$ cat src/design/ppcc_pkg.sv
// package: constants and carriers for the pipe channel control block
package ppcc_pkg;

	// apb register offsets (byte addresses)
	localparam logic [7:0] CTRL_OFS    = 8'h00;
	localparam logic [7:0] STAT_OFS    = 8'h04;
	localparam logic [7:0] CFG_OFS     = 8'h08;

	// ctrl field positions
	localparam int CTRL_EI_INF_BIT  = 0;
	localparam int CTRL_DEEMPH_BIT  = 1;
	localparam int CTRL_COMPL_BIT   = 2;

	// reset values
	localparam logic [31:0] CTRL_RST = 32'h0000_0000;

	// power state encodings
	localparam logic [1:0] PWR_P0  = 2'h0;
	localparam logic [1:0] PWR_P0S = 2'h1;
	localparam logic [1:0] PWR_P1  = 2'h2;
	localparam logic [1:0] PWR_P2  = 2'h3;

	// receive status encodings
	localparam logic [2:0] RXST_OK       = 3'h0;
	localparam logic [2:0] RXST_SKP_ADD  = 3'h1;
	localparam logic [2:0] RXST_SKP_DEL  = 3'h2;
	localparam logic [2:0] RXST_DETECTED = 3'h3;
	localparam logic [2:0] RXST_DEC_ERR  = 3'h4;
	localparam logic [2:0] RXST_OVF      = 3'h5;
	localparam logic [2:0] RXST_UNF      = 3'h6;
	localparam logic [2:0] RXST_DISP_ERR = 3'h7;

	// timing
	localparam int CLK_PERIOD_PS    = 4000;
	localparam int RATE_SW_NS       = 64;
	localparam int RATE_SW_CYC      = (RATE_SW_NS * 1000) / CLK_PERIOD_PS;
	localparam int PWR_SW_NS        = 16;
	localparam int PWR_SW_CYC       = (PWR_SW_NS * 1000) / CLK_PERIOD_PS;
	localparam int DET_NS           = 400;
	localparam int DET_CYC          = (DET_NS * 1000) / CLK_PERIOD_PS;
	localparam int EI_INF_NS        = 512;
	localparam int EI_INF_CYC       = (EI_INF_NS * 1000) / CLK_PERIOD_PS;
	localparam int CNT_W            = 8;

	// mac-side request carrier
	typedef struct packed {
		logic       rate;
		logic       tx_elecidle;
		logic       tx_detect;
		logic       tx_compliance;
		logic [1:0] powerdown;
	} ppcc_req_t;

	// pcs-side status carrier
	typedef struct packed {
		logic rx_det_result;
		logic dec_err;
		logic disp_err;
		logic skp_add;
		logic skp_del;
		logic fifo_ovf;
		logic fifo_unf;
		logic rx_valid_data;
	} ppcc_pcs_t;

endpackage

$ cat src/design/ppcc_channel.sv
// pipe channel control: rate, power, idle, detect, status for one lane
//
// Function
// - rate rising edge starts gen1 to gen2
// - rate falling edge starts gen2 to gen1
// - clock select 250/500 MHz, width fixed by DATA_W, 8 or 16
// - tx electrical idle input forces buffer idle
// - four power states, data only in P0
// - mac-directed power state transitions are followed
// - low power only means tx idle
// - each channel has own power input
// - compliance pattern sent during polling compliance
// - optional receive electrical idle inference
// - mac data width by generation; here fixed by DATA_W whatever the rate
// - encode receiver status on three bits
// - 8b10b at gen1/gen2 with disparity
// - receive compensates plus minus 300 ppm
// - x1 to x8 widths, bonded clocking distinct
// - gen1/gen2 switching only in gen2 config
// - de-emphasis select only at gen2 rate
// - completion of phy operations signalled
// - receiver detect started on mac request, only in P1
// - tx held idle throughout P1
//
// The APB interface to the registers and the register addresses were left to the implementer.
`timescale 1ns/1ps
`default_nettype none

module ppcc_channel #(
	parameter int DATA_W   = 16,
	parameter int LANES    = 1,
	parameter bit EI_INF_EN = 1'b1
) (
	input  wire logic              pclk,
	input  wire logic              presetn,
	input  wire logic              psel,
	input  wire logic              penable,
	input  wire logic              pwrite,
	input  wire logic [7:0]        paddr,
	input  wire logic [31:0]       pwdata,
	output logic      [31:0]       prdata,
	output logic                   pready,
	output logic                   pslverr,
	input  wire ppcc_pkg::ppcc_req_t mac_req,
	input  wire ppcc_pkg::ppcc_pcs_t pcs_stat,
	input  wire logic              rx_elecidle_raw,
	output logic                   phy_status,
	output logic      [2:0]        rx_status,
	output logic                   rx_elecidle,
	output logic                   tx_idle_drv,
	output logic                   tx_compl_drv,
	output logic                   tx_deemph_drv,
	output logic                   det_start,
	output logic                   clk_sel_500,
	output logic                   bonded_clk
);
	import ppcc_pkg::*;

	localparam int RATE_LAST = RATE_SW_CYC;
	localparam int PWR_LAST  = PWR_SW_CYC;
	localparam int DET_LAST  = DET_CYC - 1;

	if (DATA_W != 8 && DATA_W != 16) begin : g_bad_width
		$error("DATA_W must be 8 or 16");
	end
	if (LANES != 1 && LANES != 2 && LANES != 4 && LANES != 8) begin : g_bad_lanes
		$error("LANES must be 1, 2, 4 or 8");
	end

	typedef enum {ST_IDLE, ST_RATE, ST_PWR, ST_DET} ppcc_op_t;

	ppcc_op_t        op_r;
	logic [CNT_W-1:0] cnt_r;
	logic [31:0]     ctrl_r;
	logic [1:0]      pwr_r;
	logic [1:0]      pwr_req_r;
	logic            gen2_r;
	logic            rate_prev_r;
	logic            det_found_r;
	logic [CNT_W-1:0] ei_cnt_r;
	logic            rx_ei_s1_r;
	logic            rx_ei_s2_r;

	logic rate_rise;
	logic rate_fall;
	logic pwr_change;
	logic det_req;
	logic apb_acc;

	assign rate_rise  = mac_req.rate & ~rate_prev_r & (DATA_W == 16);
	assign rate_fall  = ~mac_req.rate & rate_prev_r;
	assign pwr_change = mac_req.powerdown != pwr_r;
	// no restart while the completion pulse is still being seen by the mac
	assign det_req    = mac_req.tx_detect & (pwr_r == PWR_P1) & ~phy_status;
	assign apb_acc    = psel & penable;

	// operation sequencer
	always_ff @(posedge pclk or negedge presetn) begin
		if (!presetn) begin
			op_r        <= ST_IDLE;
			cnt_r       <= '0;
			gen2_r      <= 1'b0;
			rate_prev_r <= 1'b0;
			pwr_r       <= PWR_P1;
			pwr_req_r   <= PWR_P1;
			det_found_r <= 1'b0;
		end else begin
			case (op_r)
				ST_IDLE: begin
					if (rate_rise || rate_fall) begin
						op_r        <= ST_RATE;
						cnt_r       <= CNT_W'(RATE_SW_CYC - 1);
						rate_prev_r <= mac_req.rate;
					end else if (pwr_change) begin
						op_r      <= ST_PWR;
						cnt_r     <= CNT_W'(PWR_SW_CYC - 1);
						pwr_req_r <= mac_req.powerdown;
					end else if (det_req) begin
						op_r  <= ST_DET;
						cnt_r <= CNT_W'(DET_CYC - 1);
					end
				end
				ST_RATE: begin
					if (cnt_r == '0) begin
						gen2_r <= rate_prev_r;
						op_r   <= ST_IDLE;
					end else begin
						cnt_r <= cnt_r - 1'b1;
					end
				end
				ST_PWR: begin
					if (cnt_r == '0) begin
						pwr_r <= pwr_req_r;
						op_r  <= ST_IDLE;
					end else begin
						cnt_r <= cnt_r - 1'b1;
					end
				end
				ST_DET: begin
					if (cnt_r == '0) begin
						det_found_r <= pcs_stat.rx_det_result;
						op_r        <= ST_IDLE;
					end else begin
						cnt_r <= cnt_r - 1'b1;
					end
				end
				default: op_r <= ST_IDLE;
			endcase
		end
	end

	// completion pulse and status
	always_ff @(posedge pclk or negedge presetn) begin
		if (!presetn) begin
			phy_status <= 1'b1;
			rx_status  <= RXST_OK;
		end else begin
			phy_status <= (op_r != ST_IDLE) && (cnt_r == '0);
			if (op_r == ST_DET && cnt_r == '0)
				rx_status <= pcs_stat.rx_det_result ? RXST_DETECTED : RXST_OK;
			else if (pcs_stat.dec_err)
				rx_status <= RXST_DEC_ERR;
			else if (pcs_stat.fifo_ovf)
				rx_status <= RXST_OVF;
			else if (pcs_stat.fifo_unf)
				rx_status <= RXST_UNF;
			else if (pcs_stat.disp_err)
				rx_status <= RXST_DISP_ERR;
			else if (pcs_stat.skp_add)
				rx_status <= RXST_SKP_ADD;
			else if (pcs_stat.skp_del)
				rx_status <= RXST_SKP_DEL;
			else
				rx_status <= RXST_OK;
		end
	end

	// transmitter drive controls
	always_ff @(posedge pclk or negedge presetn) begin
		if (!presetn) begin
			tx_idle_drv   <= 1'b1;
			tx_compl_drv  <= 1'b0;
			tx_deemph_drv <= 1'b0;
			det_start     <= 1'b0;
			clk_sel_500   <= 1'b0;
			bonded_clk    <= 1'b0;
		end else begin
			tx_idle_drv   <= mac_req.tx_elecidle || (pwr_r != PWR_P0);
			tx_compl_drv  <= (mac_req.tx_compliance || ctrl_r[CTRL_COMPL_BIT])
				&& (pwr_r == PWR_P0);
			tx_deemph_drv <= gen2_r & ctrl_r[CTRL_DEEMPH_BIT];
			det_start     <= (op_r == ST_IDLE) && det_req && !pwr_change
				&& !rate_rise && !rate_fall;
			clk_sel_500   <= gen2_r;
			bonded_clk    <= (LANES > 1);
		end
	end

	// receive idle synchroniser
	always_ff @(posedge pclk or negedge presetn) begin
		if (!presetn) begin
			rx_ei_s1_r <= 1'b1;
			rx_ei_s2_r <= 1'b1;
		end else begin
			rx_ei_s1_r <= rx_elecidle_raw;
			rx_ei_s2_r <= rx_ei_s1_r;
		end
	end

	// receive electrical idle inference
	always_ff @(posedge pclk or negedge presetn) begin
		if (!presetn) begin
			ei_cnt_r    <= '0;
			rx_elecidle <= 1'b1;
		end else if (EI_INF_EN && ctrl_r[CTRL_EI_INF_BIT]) begin
			if (pcs_stat.rx_valid_data) begin
				ei_cnt_r    <= '0;
				rx_elecidle <= 1'b0;
			end else if (ei_cnt_r == CNT_W'(EI_INF_CYC - 1)) begin
				rx_elecidle <= 1'b1;
			end else begin
				ei_cnt_r <= ei_cnt_r + 1'b1;
			end
		end else begin
			ei_cnt_r    <= '0;
			rx_elecidle <= rx_ei_s2_r;
		end
	end

	// apb registers
	always_ff @(posedge pclk or negedge presetn) begin
		if (!presetn) begin
			ctrl_r  <= CTRL_RST;
			prdata  <= '0;
			pready  <= 1'b0;
			pslverr <= 1'b0;
		end else begin
			pready  <= psel & ~penable;
			pslverr <= 1'b0;
			if (psel && !penable) begin
				pslverr <= !(paddr == CTRL_OFS || paddr == STAT_OFS || paddr == CFG_OFS);
				if (!pwrite) begin
					case (paddr)
						CTRL_OFS: prdata <= {29'h0, ctrl_r[2:0]};
						STAT_OFS: prdata <= {24'h0, det_found_r, rx_status, pwr_r,
							op_r != ST_IDLE, gen2_r};
						CFG_OFS:  prdata <= {24'h0, 4'(LANES), 3'h0, DATA_W == 16};
						default:  prdata <= '0;
					endcase
				end
			end
			if (apb_acc && pready && pwrite && paddr == CTRL_OFS)
				ctrl_r <= {29'h0, pwdata[2:0]};
		end
	end
endmodule

`default_nettype wire

$ cat config.mk
export PLATFORM = sky130hd
export DESIGN_NAME = ppcc_channel
export DESIGN_NICKNAME = d
export VERILOG_FILES = /design/src/design/ppcc_pkg.sv /design/src/design/ppcc_channel.sv
export SDC_FILE = /design/constraint.sdc
export NUM_CORES = 1
export LEC_CHECK = 0
export BUFFER_PORTS_ARGS = -buffer_cell sky130_fd_sc_hd__buf_2
export CAP_MARGIN = 20
export CORE_MARGIN = 2
export CORE_UTILIZATION = 48
export DETAILED_ROUTE_END_ITERATION = 12
export PLACE_DENSITY = 0.89
export SLEW_MARGIN = 10
export SYNTH_ARGS = -nofsm -noshare
export SYNTH_HDL_FRONTEND = slang
export SYNTH_SLANG_ARGS = --single-unit
$ cat constraint.sdc
create_clock -name pclk -period 2.5 [get_ports pclk]
set_clock_uncertainty 0.15 [all_clocks]
set_input_delay 0.125 -clock pclk [delete_from_list [all_inputs] [get_ports pclk]]
set_output_delay 0.125 -clock pclk [all_outputs]
set_load 0.02 [all_outputs]
[Word-level counts from Yosys, hierarchy flattened]
Cells that the tools add are included.
Word-level totals
  register bits: 104
  output and inout port bits: 45
  bits of input ports: 60
Operators by class
  multiplexer cells: 26
  eq/ne operators: 14
  bitwise operators: 13
  reductions and logical operators: 38
  add/subtract/negate cells: 2
Operators with widths (number)
  $mux 32: 4
  $eq 32x2->1 const B: 2
  $logic_not 32->1: 2
  $pmux 32 s2: 1
  $mux 8: 7
  $eq 32x1->1 const B: 1
  $eq 32x3->1 const B: 1
  $reduce_bool 32->1: 1
  $pmux 8 s3: 1
  $logic_not 8->1: 2
  $pmux 8 s2: 1
  $mux 3: 5
  $reduce_and 2->1: 6
  $logic_and 1x1->1: 11
  $add 8x1->8 const B: 1
  $eq 8x3->1 const B: 1
  $eq 8x4->1 const B: 1
  $eq 8x7->1 const B: 1
  $sub 8x1->8 const B: 1
  $and 1x1->1: 7
  $mux 2: 3
  $not 1->1: 6
  $reduce_and 3->1: 2
  $logic_not 1->1: 5
  other kinds (12): 20

[Logic depth before layout (Yosys ltp)]
  word-level depth: 7
  mapped depth: 7

[Worst setup path before layout]
Ideal clock, no wire load.
  kind: reg2reg
  start: register cnt_r[3]
  end: register cnt_r[2]
  slack: 499 ps
  period minus slack after synthesis: 2001 ps
  data arrival time: 1727 ps
  stages on the path, launching flop included: 7
  data required time: 2226 ps
  setup time: 124 ps
  path through: dfrtp_1 buf_6 or4_4 or3_1 buf_6 a31oi_1 nand2_1
On the way
  longest elaborated chain between the ends: 3
Ends and longest elaborated chain
  start: declaration: RTL line ppcc_channel.sv:73  | logic [CNT_W-1:0] cnt_r;
  start signal: assignment: RTL line ppcc_channel.sv:112  | cnt_r <= CNT_W'(RATE_SW_CYC - 1);
  start signal: assignment: RTL line ppcc_channel.sv:116  | cnt_r <= CNT_W'(PWR_SW_CYC - 1);
  start signal: assignment: RTL line ppcc_channel.sv:120  | cnt_r <= CNT_W'(DET_CYC - 1);
  $logic_not 8->1: RTL line ppcc_channel.sv:124, ppcc_channel.sv:132, ppcc_channel.sv:140
  $ne 2x2->1 (no source line)
  $reduce_and 3->1 (no source line)
Every way passes these cells.
A chain may end at the register's enable or synchronous reset.

[Worst setup path after layout]
Ends and elaborated chain as after synthesis.

==> run_results.csv <==
group,metric,value,unit
job,cap_violations,0,
clock_network,cts-hold-fix-buffers,16,
floorplanning,num_rows,26,
logic_synthesis,ys_ff_latch,50,
logic_synthesis,yosys.area_share.xor_xnor,0.0137,
logic_synthesis,synth.largest_area_cell,"dfrtp_1",
detailed_routing,viasPerCell,5.29,
worst_setup_path,path_buf_inv,0,
clock_network,cts_tree,"yes",
floorplanning,dieHeight,77.0,um
timing,max_freq,462,MHz
cells_and_area,num_antenna_cells,0,
worst_setup_path,crit_fanout,9,
cells_and_area,fin_area,3050,um^2
clock_network,cts_resized,0,
logic_synthesis,syn_area,2560,um^2
worst_hold_path,hold_path_end,"rx_status[0]",
floorplanning,dieWidth,77.0,um
timing,layout_min_cycle_time,2.16,ns
logic_synthesis,synth.area.top_cells,"dfrtp_1, buf_4, dfstp_2",
floorplanning,dieArea,5930,um^2
detailed_routing,dr.pass1.iters,5,
pwr,p_seq_frac,0.478,
worst_setup_path,cp.arrival,2.20,ns
logic_synthesis,yosys_warnings,0,
clock_network,post_cts_buffers,0,
floorplanning,core,5140,um^2
pwr,clockPowerShare,0.225,
placed_design,dpl.hpwl,3770,um
cells_and_area,fin_nets,385,
floorplanning,start_util,0.498,
detailed_routing,num_vias,2074,
worst_setup_path,crit_chain,"or4_4 > or3_1 > a31oi_1 > nand2_1",
global_routing,grt_max_degree,51,
timing,tightest_slew,0.658,ns
worst_setup_path,r2r-start,"cnt_r[3]",
detailed_routing,detail-route-antenna-nets,0,
placed_design,placed_cell_area,2780,um^2
clock_network,path_clk_slew,0.09,ns
worst_setup_path,criticalPathCategory,"reg2reg",
timing,hold_violations,0,
clock_network,cts_htree_levels,2,
cells_and_area,final_cell_mix,"buf_2, dfrtp_1, nor2_1, conb_1, nand2_1",
global_routing,grt_pass1_wl,8820,um
worst_setup_path,crit_slowest_cell,"or4_4",
worst_setup_path,cp-start-kind,"flip-flop",
global_routing,grt.total_usage,0.186,
cells_and_area,drive_gt1_frac,0.261,
global_routing,grt_pass1_vias,1970,
placed_design,port_buffers,50,
logic_synthesis,synthMuxAreaShare,0.0548,
cells_and_area,area_growth,19.1,%
timing,setup_viol,0,
logic_synthesis,yosys.area_share.simple,0.192,
pwr,power_frac_comb,0.297,
pwr,ir_drop,0.423,mV
logic_synthesis,synth_compound_area_frac,0.120,
worst_setup_path,critPathRequiredTime,2.53,ns
pwr,p_sw,846,uW
detailed_routing,wl_per_cell,13.9,um
detailed_routing,drt-total-wl,5450,um
placed_design,gp_congestion,0.893,
pwr,finalPower,2430,uW
clock_network,cts-root-buf,"clkbuf_8",
detailed_routing,met2WireLength,2920,um
logic_synthesis,ys_types,49,
worst_setup_path,rr_worst_depth,4,
cells_and_area,fin_cells,392,
worst_setup_path,r2r_setup_slack,0.34,ns
timing,maxSlewHeadroom,0.558,
placed_design,dp.cells,368,
logic_synthesis,synth_top_cell_area_share,0.421,
clock_network,clockBufferDepth,2,
worst_setup_path,r2r_end,"cnt_r[2]",
pwr,p_leak,0.00148,uW
timing,holdWs,0.0131,ns
logic_synthesis,synth_top_family_by_area,"simple AND/OR/NAND/NOR gates",
logic_synthesis,synthFlopType,"dfrtp_1",
timing,period_share,0.865,
worst_setup_path,cpPeakStageDelay,0.59,ns
worst_hold_path,min_path_cells,3,
pwr,powerDensity,797,nW/um^2
worst_setup_path,critPathLaunch,"cnt_r[3]",
global_routing,grt.overflow.total,0,
pwr,p_sw_frac,0.349,
logic_synthesis,synth-seq-area-share,0.493,
logic_synthesis,synth_cells,254,
detailed_routing,first_iter_violations,113,
logic_synthesis,syn_avg_cell_area,10.1,um^2
detailed_routing,drc,0,
clock_network,cts_made_buffers,5,
cells_and_area,final_common_cell,"buf_2",
worst_setup_path,crit_path_end_kind,"flip-flop",
timing,maxSlewViolCount,0,
worst_setup_path,path_depth,4,
timing,setup_tns,0,ns
clock_network,insertion_delay,0.29,ns
timing,rsz0062_at_grt,"no",
detailed_routing,met1Wirelength,2210,um
worst_setup_path,cpLargestDelayFamily,"simple AND/OR/NAND/NOR gates",
global_routing,antenna_found_initial,0,
worst_hold_path,hp-start,"pcs_stat[7]",
clock_network,numClockSinks,50,
logic_synthesis,synth_adder_area_share,0.0196,
floorplanning,io-pin-count,105,
logic_synthesis,async_reset_ff_frac,1.00,
pwr,cellInternalPower,1580,uW
worst_hold_path,hp-class,"in2reg",
status,status,"finished clean",
logic_synthesis,synth_edf_count,0,
detailed_routing,route.met3.wl,290,um
detailed_routing,highest_layer,"met4",
==> worst register-to-register path, delay by kind of cell, from the launching register on <==
family	cells	cell delay, ns
AOI/OAI and AO/OA	1	0.25
DFF	1	0.47
and+or+nand+nor	3	1.18
==> power by group through the flow <==
stage          Combinational, uW  Sequential (uW)  Clock, uW
2_1_floorplan                578             1130          0
3_3_place_gp                 657             1160          0
3_5_place_dp                 696             1170          0
4_1_cts                      722             1160        568
5_1_grt                      805             1180        607
6_report                     721             1160        548
==> cell usage after synthesis (3+ instances only) <==
library cell / n
o31ai_1: 5
nor4_1: 5
nand2b_1: 3
ha_1: 4
dfstp_2: 7
mux2_2: 8
o41ai_1: 3
clkbuf_1: 6
nand2_1: 20
dfrtp_1: 43
nor2_1: 25
buf_4: 25
xor2_1: 4
and2_1: 3
a21oi_1: 8
o311ai_0: 3
nor2b_1: 4
mux2i_1: 5
a22o_1: 4
nand3_1: 6
o21ai_0: 10
inv_1: 9
or3_1: 3
nor3_1: 7
==> layout make-up <==
| class | count | area [um^2] |
|---|---|---|
| flip-flops and latches | 50 | 1260 |
| inverters | 9 | 33.8 |
| clock inverters | 3 | 40.0 |
| repair buffers | 70 | 440 |
| well taps | 70 | 87.6 |
| multi-input cells | 185 | 1120 |
| clock buffers | 5 | 68.8 |
| fillers | 442 | 2090 |
==> routing by layer <==
metal,vias to the layer above,GRT usage
met2,73,0.337
met1,1021,0.220
li1,976,-
met4,0,0.0554
met5,-,0
met3,4,0.0435
==> kinds of logic (layout without fill, tap and decap cells) <==
| family | count (synthesis) | count (layout) |
|---|---|---|
| multiplexers | 13 | 13 |
| buffers and inverters | 43 | 87 |
| flip-flops | 50 | 50 |
| AND/OR/NAND/NOR | 93 | 93 |
| adder cells (fa/ha/maj) | 4 | 4 |
| AO/OA/AOI/OAI | 46 | 46 |
| other | 1 | 25 |
| XOR/XNOR | 4 | 4 |
==> metrics by stage <==
step                      setup WS, ns   util
final                            0.336  0.593
after global routing             0.238  0.593
after CTS                        0.335  0.593
after detailed placement         0.365  0.540
after global placement           0.392  0.540
after floorplan                  0.499      -
==> sequential cells by signal (all words and copies together), names as in the netlist, 2 cells and up <==
register	count
rx_status	3
cnt_r	8
pwr_req_r	2
op_r	2
ctrl_r	3
ei_cnt_r	8
prdata	8
pwr_r	2
==> worst max-delay path by stage <==
stage                    end  slack (ns)
floorplan           cnt_r[2]        0.50
global placement    cnt_r[2]        0.39
detailed placement  cnt_r[2]        0.36
CTS                 cnt_r[2]        0.34
global route        cnt_r[2]        0.24
finish              cnt_r[2]        0.34
(Power assumes the default switching activity.)
